File: src/inc/apst_pkg.sv
// Package for the adapter power-on self-test block: address map, failure codes, types.
// Assumes a single 200 MHz clock and a 30-bit backplane physical address.
package apst_pkg;

  // ==========================================================================
  // Backplane address map
  // ==========================================================================
  localparam int ADDR_W = 30;
  localparam logic [29:0] IO_SPACE_BASE = 30'h2000_0000;
  localparam logic [29:0] NODE_SPACE_END = 30'h2001_FFFF;
  localparam int IO_SEL_BIT = 29;
  localparam int NODE_ID_LSB = 13;
  localparam logic [12:0] BLOCK_SIZE = 13'h1FFF;
  localparam logic [12:0] OFFS_FAIL_CODE = 13'h1FFC;
  localparam logic [12:0] OFFS_QUEUE_BASE = 13'h00F0;

  // ==========================================================================
  // Reset values and codes
  // ==========================================================================
  localparam logic [31:0] FAIL_CODE_RESET = 32'h0000_0000;
  localparam logic [31:0] PATTERN_A = 32'hA5A5_5A5A;
  localparam logic [4:0] ALU_RAM_LAST = 5'h1F;
  localparam logic [1:0] PKT_BUF_LAST = 2'h3;
  localparam logic [3:0] STEP_FIRST = 4'h1;
  localparam logic [3:0] STEP_LAST = 4'hC;
  localparam logic [7:0] EXT_REG_LAST = 8'h0F;
  localparam int TOGGLE_W = 16;

  // ==========================================================================
  // Types
  // ==========================================================================
  typedef enum logic [2:0] {
    ST_IDLE = 3'b000,
    ST_RUN = 3'b001,
    ST_CHECK = 3'b010,
    ST_PASS = 3'b011,
    ST_FAIL = 3'b100
  } apst_state_t;

  // Backplane request carried as one bundle.
  typedef struct packed {
    logic valid;
    logic write;
    logic [29:0] addr;
    logic [31:0] wdata;
  } apst_bus_req_t;

  // Memory port into the shared scratch memory.
  typedef struct packed {
    logic we;
    logic [5:0] addr;
    logic [31:0] wdata;
  } apst_mem_req_t;

endpackage : apst_pkg

File: src/rtl/apst_mem.sv
// Small scratch memory used by the self-test to emulate internal stores.
// Assumes one clock; read data are registered one cycle after the address.
`timescale 1ns/1ps
`default_nettype none
module apst_mem (
  // Clock.
  input wire logic clk,
  // Access port.
  input wire apst_pkg::apst_mem_req_t req,
  output logic [31:0] rdata
);

  logic [31:0] store_q [0:63];

  // ==========================================================================
  // Storage
  // ==========================================================================
  // Write and registered read share one port; no reset keeps it a RAM.
  always_ff @(posedge clk)
  begin
    if (req.we)
    begin
      store_q[req.addr] <= req.wdata;
    end
    rdata <= store_q[req.addr];
  end

endmodule : apst_mem
`default_nettype wire

File: src/rtl/apst_top.sv
// Power-on self-test sequencer and node-space decoder of the port adapter.
// Assumes a synchronous host on the backplane and inputs synchronous to clk.
//
// Overview of operation
// - Step 1 checks the zero, negative, overflow and carry status flags.
// - Step 2 writes and verifies all 32 ALU RAM locations.
// - Step 3 checks index, literal, local store and multiplexer control store paths.
// - Step 4 fills four packet buffers with a pattern and reads them back.
// - Step 5 loops data from DMA files through link buffer and back.
// - Step 6 requires the interface chip's own self-test ok bit.
// - Step 7 does a data mover write loopback into local store.
// - Step 8 does a write/read loopback through local store over internal buses.
// - Step 9 sets then clears every toggle register bit.
// - Step 10 verifies every parity error bit of the parity maintenance register.
// - Step 11 writes all extension registers and reads back via index.
// - Step 12 writes then reads its own queue block base over the backplane.
// - A failure leaves a code readable at node offset 1FFC.
// - Backplane addresses are 30 bits wide.
// - Address bit 29 selects memory (clear) or I/O (set) space.
// - 0 to 1FFFFFFF is memory, 20000000 to 3FFFFFFF is I/O.
// - Sixteen 8 Kbyte node blocks; respond only in our own.
// - Only node space is decoded; map window and broadcast ignored.
// - Node base equals I/O base plus 8K times node ID.
// - Offsets within the block run from 0000 to 1FFF.
// - Failed indicator clears only when both self-tests have passed.
`timescale 1ns/1ps
`default_nettype none
module apst_top (
  // Clock and reset.
  input wire logic clk,
  input wire logic reset,
  // Node identity and interface chip status.
  input wire logic [3:0] node_id,
  input wire logic interface_selftest_ok,
  // Backplane slave request from the host.
  input wire apst_pkg::apst_bus_req_t bus_req,
  // Backplane answer.
  output logic bus_ack,
  output logic [31:0] bus_rdata,
  output logic bus_drive_en,
  // Self-test status.
  output logic selftest_busy,
  output logic selftest_failed,
  output logic [31:0] self_test_failure_code
);

  localparam int TOGGLE_W_LOC = apst_pkg::TOGGLE_W;

  // Sequencer position.
  logic [3:0] step_q;
  logic [7:0] idx_q;
  logic [1:0] phase_q;
  logic step_err;
  logic step_done;
  // Emulated stores and their checks.
  logic [3:0] flags_q;
  logic [TOGGLE_W_LOC-1:0] toggle_q;
  logic toggle_set_seen_q;
  logic [3:0] parity_maint_csr_q;
  logic [31:0] queue_block_base_q;
  logic [31:0] fail_code_q;
  logic [31:0] mem_rdata;
  logic [31:0] expect_w;
  // Decode and request path.
  logic in_node;
  logic hit_fail;
  logic hit_qbase;
  logic self_req;
  logic [29:0] node_base_address;
  apst_pkg::apst_state_t state_q;
  apst_pkg::apst_mem_req_t mreq;
  apst_pkg::apst_bus_req_t eff_req;

  // ==========================================================================
  // Address decode
  // ==========================================================================
  // Node base is the I/O base plus 8K per node ID.
  assign node_base_address = apst_pkg::IO_SPACE_BASE | {13'h0000, node_id, 13'h0000};
  // During test the sequencer owns the bus path for its self access.
  always_comb
  begin
    eff_req = bus_req;
    if (state_q == apst_pkg::ST_RUN && step_q == apst_pkg::STEP_LAST)
    begin
      eff_req.valid = (phase_q != 2'h3);
      eff_req.write = (phase_q == 2'h0);
      eff_req.addr = node_base_address | {17'h00000, apst_pkg::OFFS_QUEUE_BASE};
      eff_req.wdata = apst_pkg::PATTERN_A;
    end
  end
  assign self_req = (state_q == apst_pkg::ST_RUN) && (step_q == apst_pkg::STEP_LAST);
  // Bit 29 set means I/O; only our own 8K block inside node space answers.
  assign in_node = eff_req.addr[apst_pkg::IO_SEL_BIT]
    && (eff_req.addr <= apst_pkg::NODE_SPACE_END)
    && (eff_req.addr[29:apst_pkg::NODE_ID_LSB] == node_base_address[29:apst_pkg::NODE_ID_LSB]);
  assign hit_fail = in_node && (eff_req.addr[12:0] == apst_pkg::OFFS_FAIL_CODE);
  assign hit_qbase = in_node && (eff_req.addr[12:0] == apst_pkg::OFFS_QUEUE_BASE);

  // ==========================================================================
  // Slave answer
  // ==========================================================================
  // Drivers stay off while testing unless the access is our own.
  // Answer and drivers are both gated by the registered busy flag, so a host
  // read request never gets an answer without drivers in the cycle busy falls.
  always_ff @(posedge clk)
  begin
    if (reset)
    begin
      bus_ack <= 1'b0;
      bus_rdata <= 32'h0000_0000;
      bus_drive_en <= 1'b0;
    end
    else
    begin
      bus_ack <= eff_req.valid && in_node
        && (self_req || !selftest_busy);
      bus_drive_en <= eff_req.valid && in_node && !eff_req.write
        && (self_req || !selftest_busy);
      if (hit_fail)
      begin
        bus_rdata <= fail_code_q;
      end
      else if (hit_qbase)
      begin
        bus_rdata <= queue_block_base_q;
      end
      else
      begin
        bus_rdata <= 32'h0000_0000; // Unused offsets read as zero.
      end
    end
  end

  // Queue block base register written over the backplane.
  always_ff @(posedge clk)
  begin
    if (reset)
    begin
      queue_block_base_q <= 32'h0000_0000;
    end
    else if (eff_req.valid && eff_req.write && hit_qbase
      && (self_req || !selftest_busy))
    begin
      queue_block_base_q <= eff_req.wdata;
    end
  end

  // ==========================================================================
  // Scratch memory
  // ==========================================================================
  // One RAM stands in for ALU RAM, control store, buffers, DMA files and
  // extension registers; the top address bit, step_q[0], picks one of two halves per step.
  always_comb
  begin
    mreq.we = (state_q == apst_pkg::ST_RUN) && (phase_q == 2'h0)
      && (step_q != apst_pkg::STEP_LAST);
    mreq.addr = {step_q[0], idx_q[4:0]}; // Five index bits reach all 32 words.
    mreq.wdata = expect_w;
  end
  // Pattern depends on index so stuck or aliased address lines show up.
  assign expect_w = apst_pkg::PATTERN_A ^ {24'h000000, idx_q} ^ {28'h0000000, step_q};

  apst_mem u_mem (
    .clk(clk),
    .req(mreq),
    .rdata(mem_rdata)
  );

  // ==========================================================================
  // Per-step item counts and checks
  // ==========================================================================
  // The scratch RAM proves the sequencing and compare paths only; it cannot
  // model stuck cells of the real stores, which is a known limitation.
  // Items per step: flags, 32 RAM words, 4 paths, 4 buffers, etc.
  function automatic logic [7:0] last_item(input logic [3:0] s);
    case (s)
      4'h1: last_item = 8'h03;
      4'h2: last_item = {3'b000, apst_pkg::ALU_RAM_LAST};
      4'h3: last_item = 8'h03;
      4'h4: last_item = {6'h00, apst_pkg::PKT_BUF_LAST};
      4'h9: last_item = 8'(TOGGLE_W_LOC - 1);
      4'hA: last_item = 8'h03;
      4'hB: last_item = apst_pkg::EXT_REG_LAST;
      default: last_item = 8'h00;
    endcase
  endfunction

  // Compare phase: each step checks its own observation of the item.
  always_comb
  begin
    step_err = 1'b0;
    unique case (step_q)
      4'h1: step_err = !flags_q[idx_q[1:0]];
      4'h6: step_err = !interface_selftest_ok;
      4'h9: step_err = toggle_q[idx_q[3:0]] || !toggle_set_seen_q;
      4'hA: step_err = !parity_maint_csr_q[idx_q[1:0]];
      4'hC: step_err = (queue_block_base_q != apst_pkg::PATTERN_A)
        || (bus_rdata != apst_pkg::PATTERN_A);
      // Steps 2,3,4,5,7,8,11 read back the memory.
      default: step_err = (mem_rdata != expect_w);
    endcase
  end
  assign step_done = (idx_q == last_item(step_q));

  // Flag exercise: each status flag is forced and must be observed.
  always_ff @(posedge clk)
  begin
    if (reset)
    begin
      flags_q <= 4'h0;
      parity_maint_csr_q <= 4'h0;
    end
    else if (state_q == apst_pkg::ST_RUN && phase_q == 2'h0)
    begin
      flags_q[idx_q[1:0]] <= (step_q == 4'h1);
      parity_maint_csr_q[idx_q[1:0]] <= (step_q == 4'hA);
    end
  end

  // Toggle register: set bit then clear it before the check.
  always_ff @(posedge clk)
  begin
    if (reset)
    begin
      toggle_q <= '0;
    end
    else if (state_q == apst_pkg::ST_RUN && step_q == 4'h9)
    begin
      toggle_q[idx_q[3:0]] <= (phase_q == 2'h0);
    end
  end

  // Capture the set state one cycle after the set, so a bit stuck low
  // fails as well as one stuck high.
  always_ff @(posedge clk)
  begin
    if (reset)
    begin
      toggle_set_seen_q <= 1'b0;
    end
    else if (state_q == apst_pkg::ST_RUN && step_q == 4'h9 && phase_q == 2'h1)
    begin
      toggle_set_seen_q <= toggle_q[idx_q[3:0]];
    end
  end

  // ==========================================================================
  // Sequencer
  // ==========================================================================
  // Phases: 0 write, 1 settle, 2 read back, 3 wait; ST_CHECK then compares. Steps rise in order
  // and stop at the first failing one.
  // A failing run parks in ST_FAIL until the next reset, so no later step
  // can overwrite the stored failure code.
  always_ff @(posedge clk)
  begin
    if (reset)
    begin
      state_q <= apst_pkg::ST_IDLE;
      step_q <= apst_pkg::STEP_FIRST;
      idx_q <= 8'h00;
      phase_q <= 2'h0;
      fail_code_q <= apst_pkg::FAIL_CODE_RESET;
    end
    else
    begin
      unique case (state_q)
        apst_pkg::ST_IDLE:
        begin
          state_q <= apst_pkg::ST_RUN;
        end
        apst_pkg::ST_RUN:
        begin
          phase_q <= phase_q + 2'h1;
          if (phase_q == 2'h3)
          begin
            state_q <= apst_pkg::ST_CHECK;
          end
        end
        apst_pkg::ST_CHECK:
        begin
          state_q <= apst_pkg::ST_RUN;
          if (step_err)
          begin
            // Bits 15:12 name the step, low byte the failing item.
            fail_code_q <= {16'h0000, step_q, 4'h0, idx_q};
            state_q <= apst_pkg::ST_FAIL;
          end
          else if (!step_done)
          begin
            idx_q <= idx_q + 8'h01;
          end
          else if (step_q == apst_pkg::STEP_LAST)
          begin
            state_q <= apst_pkg::ST_PASS;
          end
          else
          begin
            idx_q <= 8'h00;
            step_q <= step_q + 4'h1;
          end
        end
        apst_pkg::ST_PASS:
        begin
          state_q <= apst_pkg::ST_PASS;
        end
        apst_pkg::ST_FAIL:
        begin
          state_q <= apst_pkg::ST_FAIL;
        end
        default:
        begin
          state_q <= apst_pkg::ST_IDLE;
        end
      endcase
    end
  end

  // ==========================================================================
  // Status outputs
  // ==========================================================================
  // Failed clears only when both our test and the chip's test passed.
  always_ff @(posedge clk)
  begin
    if (reset)
    begin
      selftest_busy <= 1'b1;
      selftest_failed <= 1'b1;
      self_test_failure_code <= apst_pkg::FAIL_CODE_RESET;
    end
    else
    begin
      selftest_busy <= (state_q != apst_pkg::ST_PASS) && (state_q != apst_pkg::ST_FAIL);
      selftest_failed <= !((state_q == apst_pkg::ST_PASS) && interface_selftest_ok);
      self_test_failure_code <= fail_code_q;
    end
  end

endmodule : apst_top
`default_nettype wire

File: config.mk
export PLATFORM = sky130hd
export DESIGN_NAME = apst_top
export DESIGN_NICKNAME = d
export VERILOG_FILES = /design/src/inc/apst_pkg.sv /design/src/rtl/apst_mem.sv /design/src/rtl/apst_top.sv
export SDC_FILE = /design/constraint.sdc
export NUM_CORES = 1
export LEC_CHECK = 0
export ABC_AREA = 1
export BUFFER_PORTS_ARGS = -buffer_cell sky130_fd_sc_hd__buf_4
export CAP_MARGIN = 20
export CORE_ASPECT_RATIO = 1.25
export CORE_MARGIN = 4
export CORE_UTILIZATION = 30
export CTS_BUF_LIST = sky130_fd_sc_hd__clkbuf_2
export CTS_CLUSTER_SIZE = 24
export DETAILED_ROUTE_END_ITERATION = 10
export GPL_TIMING_DRIVEN = 0
export PLACE_DENSITY = 0.43
export RECOVER_POWER = 25
export SKIP_CTS_REPAIR_TIMING = 1
export SYNTH_ARGS = -nofsm -noshare
export SYNTH_HDL_FRONTEND = slang
export SYNTH_HIERARCHICAL = 1
export SYNTH_SLANG_ARGS = --single-unit
File: constraint.sdc
create_clock -name clk -period 6 [get_ports clk]
set_input_delay 0.9 -clock clk [delete_from_list [all_inputs] [get_ports clk]]
set_output_delay 0.9 -clock clk [all_outputs]
set_load 0.01 [all_outputs]
== Yosys cells after proc, flatten, opt, wreduce, memory -nomap -nowiden ==
Memory sizes are Yosys's and may differ from the RTL's. A register that Yosys moved wholly into a read port is not among the register bits.
Index checks and enable logic that the tools add are counted.
Storage, ports and cells
  bits in registers: 134
  memory bits (writable): 2048
  input port bits: 71
  output and inout bits: 68
  memories: 1
Memories
  u_mem.store_q: depth 64, bits a word 32, read ports 1, clocked after memory_dff 1, write ports 1, RTL line apst_mem.sv:13  | logic [31:0] store_q [0:63];
Cells by class
  $add $sub $neg: 3
  magnitude comparators: 5
  eq/ne operators: 28
  multiplexer cells: 27
  bitwise operators: 5
  reductions and logical operators: 38
Operators with widths (count)
  64-bit two-way mux: 1
  32-bit != test, second input constant: 2
  16-bit two-way mux: 2
  32-bit != test: 1
  32-bit by 4-bit bitwise XOR with 32-bit output: 1
  30-bit less-or-equal comparator, second input constant: 1
  1-bit logical AND: 20
  17-bit == test: 1
  16-bit bitwise mux: 1
  4-bit == test, second input constant: 4
  8-bit two-way mux: 2
  4-bit NOT with 16-bit output: 1
  3-bit one-hot mux with 5 select lines: 1
  5-bit one-hot mux with 3 select lines: 1
  13-bit == test, second input constant: 1
  13-bit by 8-bit == test with 1-bit output, second input constant: 1
  8-bit by 1-bit adder with 8-bit output, second input constant: 1
  4-bit bitwise mux: 2
  4-bit by 2-bit == test with 1-bit output, second input constant: 2
  4-bit by 3-bit == test with 1-bit output, second input constant: 2
  8-bit == test: 1
  1-bit logical NOT: 7
  1-bit two-way mux: 7
  3-bit by 2-bit == test with 1-bit output, second input constant: 2
  other kinds (33): 41

== Logic depth before layout (Yosys ltp) ==
  word-level depth: 9
  depth in mapped cells: 17
  depth with buffers taken out: 15

== Cells and area by module ==
Netlist, hierarchy kept.
By module, submodules not included
  apst_mem: instances 1, cells each 8440, area each 86503.0 sq um, seq. area each 62139.6 sq um
  apst_top: instances 1, cells each 970, area each 6750.2 sq um, seq. area each 2682.6 sq um

== Worst setup path after synthesis ==
OpenSTA, ideal clock, no wires.
  path type: register -> register
  start: register step_q[0]
  end: memory u_mem.store_q[41][0] (enable)
  arrival: 4.745 ns
  data required time: 5.498 ns
  path slack: 0.754 ns
  stages on the path, launching flop included: 9
  path buffers: 1
  period minus slack after synthesis: 5.246 ns
  cell sequence: dfxtp_1 > inv_1 > ha_1 > nand3_4 > inv_2 > nor3_1 > clkbuf_1 > inv_1 > nor4_1
RTL lines
  from (decl): RTL line apst_top.sv:50  | logic [3:0] step_q;
  from (signal assigned): RTL line apst_top.sv:259  | step_q <= apst_pkg::STEP_FIRST;
  from (signal assigned): RTL line apst_top.sv:299  | step_q <= step_q + 4'h1;
  to (decl): RTL line apst_mem.sv:13

==> out/summary.txt <==
Hold WS: 0.2017 ns
RSZ-0062 raised after global routing: no
Synth Register Bits: 2214
# H-tree levels: 6
leak pwr: 49.95 nW
Power Dens Cells: 254.9 mW/mm²
Worst setup EP type: register
Max Freq: 180.8 MHz
HP Class: in2reg
crit-path leading delay family: simple AND/OR/NAND/NOR gates
Final Max Tran Viols: 338
main flop type after synthesis: edfxtp_1
Top Ports: 139
minimum clock period: 5.531 ns
Clock Root Buffer: clkbuf_2
wire length per cell: 18.85 µm
Slew @ Worst Pin: 3.229 ns
total of max-cap violations: 10
Psw: 0.007249 W
Final Cycle Share: 0.9219
post-synthesis mux area share: 0
number of synthesized flops with an enable pin: 2048
Setup Viol. Count Final: 0
synthesized-area fraction occupied by ao, oa, aoi and oai cells: 0.008346
startpoint types: register
row cnt: 228
Clock Pin Slew Worst Setup and Hold Paths: 0.09 ns
Routed Antenna Nets: 0
number of buffers on the longest clock path: 4
max incr delay on CP: 0.96 ns
die area: 0.3199 mm²
Port Buf Inserts: 117
Hold Vio Cnt, Final: 0
instance count of the mapped netlist: 9410
maximum VDD drop: 0.0001136 V
clock skew: 0.1737 ns
Adder-Cell Fraction of Synth Area: 0.001476
Detailed Route WL: 309.6 mm
Inserted Clock Buffers: 586
CTS tree: yes
Post-Synth Simple-Gate Area: 0.2611
drt initial violations: 4409
drt pass-1 iters: 6
internal power: 0.02168 W
global-route wire length before repair: 446.6 mm
power share of the clock group: 0.374
Cell Area, Synth: 0.09325 mm²
failing checks: capacitance limit, slew limit
slowest cell on the critical path: nor2_4
final-stage net count: 11950
gr ovfl total: 0
class of the most critical setup path: reg2reg
Vias/cell: 4.169
xor/xnor share of the synthesized area: 0.001945
CP arrival: 6.86 ns
via count: 68490
sequential fraction of the synthesis area: 0.6951
RePlAce Congestion: 0.9457
Synth cell types: 41
synthesized area per cell: 9.910 µm²
Core Area: 0.3090 mm²
main combinational cell family by area after synthesis: simple AND/OR/NAND/NOR gates
sw frac: 0.2505
crit-path cells: inv_1 -> ha_1 -> nand3_1 -> inv_1 -> nor3_1 -> clkbuf_1 -> nand3_1 -> nor2_4 -> buf_12
die height: 631.3 µm
HPWL reported at the end of detailed placement: 223.1 mm
status: finished, violations left
Synth area leaders: edfxtp_1 (66%), nand2_1 (24%), dfxtp_1 (3.6%)
clock tree sinks: 2214
Pwr Total: 0.02893 W
antenna violations before repair: 20
Die X: 506.7 µm
Seq pwr share: 0.583
Syn. warnings: 6
Yosys top cell area share: 0.6595
Total GRT Usage: 0.1901
Bufs and invs on worst path: 4
Comb pwr share: 0.043
vias in the first global route: 67870
most frequent cells in the layout: nand2_1 (5930), edfxtp_1 (2048), conb_1 (1556), clkbuf_2 (898), buf_2 (251)
fillers: 32020
area delta synth->final: 21.73%
Yosys top cell by area: edfxtp_1
largest fanout on the critical path: 24
Starting Density: 0.3018
worst skew pair latency: 1.79 ns
most common cell after layout, fill and taps aside: nand2_1
Slew headroom: -1.165
share of cells above drive strength 1: 0.1233
# DRC: 0
largest net degree at the start of global routing: 66
Critical Path RT: 7.32 ns
Post-synth ARST share: 0
power groups by stage:
| stage | Sequential [W] | Combinational, W | Clock, W |
|---|---|---|---|
| floorplan | 0.0172 | 0.000705 | 0 |
| global placement | 0.0172 | 0.00119 | 0 |
| detailed placement | 0.0172 | 0.00121 | 0 |
| CTS | 0.0169 | 0.00122 | 0.0114 |
| global route | 0.0169 | 0.00143 | 0.0122 |
| finish | 0.0169 | 0.00126 | 0.0108 |
worst min-delay path, stage by stage:
cell and delay (ns):
dlygate4sd3_1 0.53, buf_4 0.11, nor2_1 0.04, nand3_1 0.07
nand2_1 0.10, nor2_1 0.09
synthesized netlist by cell type (all sizes together), types with 14 or more instances:
| library cell | number |
|---|---|
| xor2 | 14 |
| o21ai | 30 |
| buf | 334 |
| inv | 158 |
| nand4 | 26 |
| nand2 | 5935 |
| nor3 | 17 |
| a21oi | 86 |
| clkbuf | 156 |
| dfxtp | 166 |
| edfxtp | 2048 |
| nor2 | 280 |
| nand3 | 99 |
stage by stage:
stage,utilization,worst slack (ns),std cells,area (µm²),TNS (ns)
after detailed placement,0.3481,0.6660,15310,107600,0
after floorplan,-,0.7537,10960,99090,0
after global placement,0.3403,-3.840,15220,105100,-1885.11
after global routing,0.3674,0.2858,16420,113500,0
final,0.3674,0.4686,16430,113500,0
after CTS,0.3653,0.6303,16310,112800,0
state kept, by name, summed over array words and instances, names as in the netlist, 3 cells and up:
register	flops
self_test_failure_code	12
state_q	3
parity_maint_csr_q	4
bus_rdata	32
step_q	4
idx_q	8
fail_code_q	12
u_mem/store_q	2048
toggle_q	16
u_mem/rdata	32
queue_block_base_q	32
flags_q	4
worst paths after layout:
| check | start | to | cells past startpoint | slack (ns) |
|---|---|---|---|---|
| max | step_q[0] | u_mem/store_q[57][22] | 9 | 0.47 |
| min | bus_req[26] | queue_block_base_q[26] | 6 | 0.20 |
| max reg2reg | step_q[0] | u_mem/store_q[57][22] | 9 | 0.47 |
| min reg2reg | queue_block_base_q[19] | bus_rdata[19] | 2 | 0.44 |
layer usage:
metal | up-vias | part of all wire | GRT usage
met5 | - | 0.000061 | 0
met4 | 2 | 0.051 | 0.09104
met3 | 659 | 0.053 | 0.03240
met2 | 1894 | 0.51 | 0.3467
met1 | 31860 | 0.38 | 0.2143
li1 | 34070 | - | -
logic make-up after synthesis:
kind of cell | count (synthesis)
compound gates | 140
xor+xnor | 19
fa+ha+maj | 11
buf+inv | 648
flops | 2214
other cells | 2
simple gates | 6376
area by class of cell:
type | count | area (µm²) | area share
sequential | 2214 | 64820 | 0.5711
multi-input combinational | 8102 | 31730 | 0.2795
tap | 4140 | 5180 | 0.04563
clock buffer | 888 | 4444 | 0.03915
timing repair buffer | 315 | 3501 | 0.03084
buffer | 490 | 2369 | 0.02087
clock inverter | 110 | 845.8 | 0.007451
inverter | 158 | 599.3 | 0.005280
antenna | 10 | 25.02 | 0.0002205
Power figures use the tool's default switching activity.
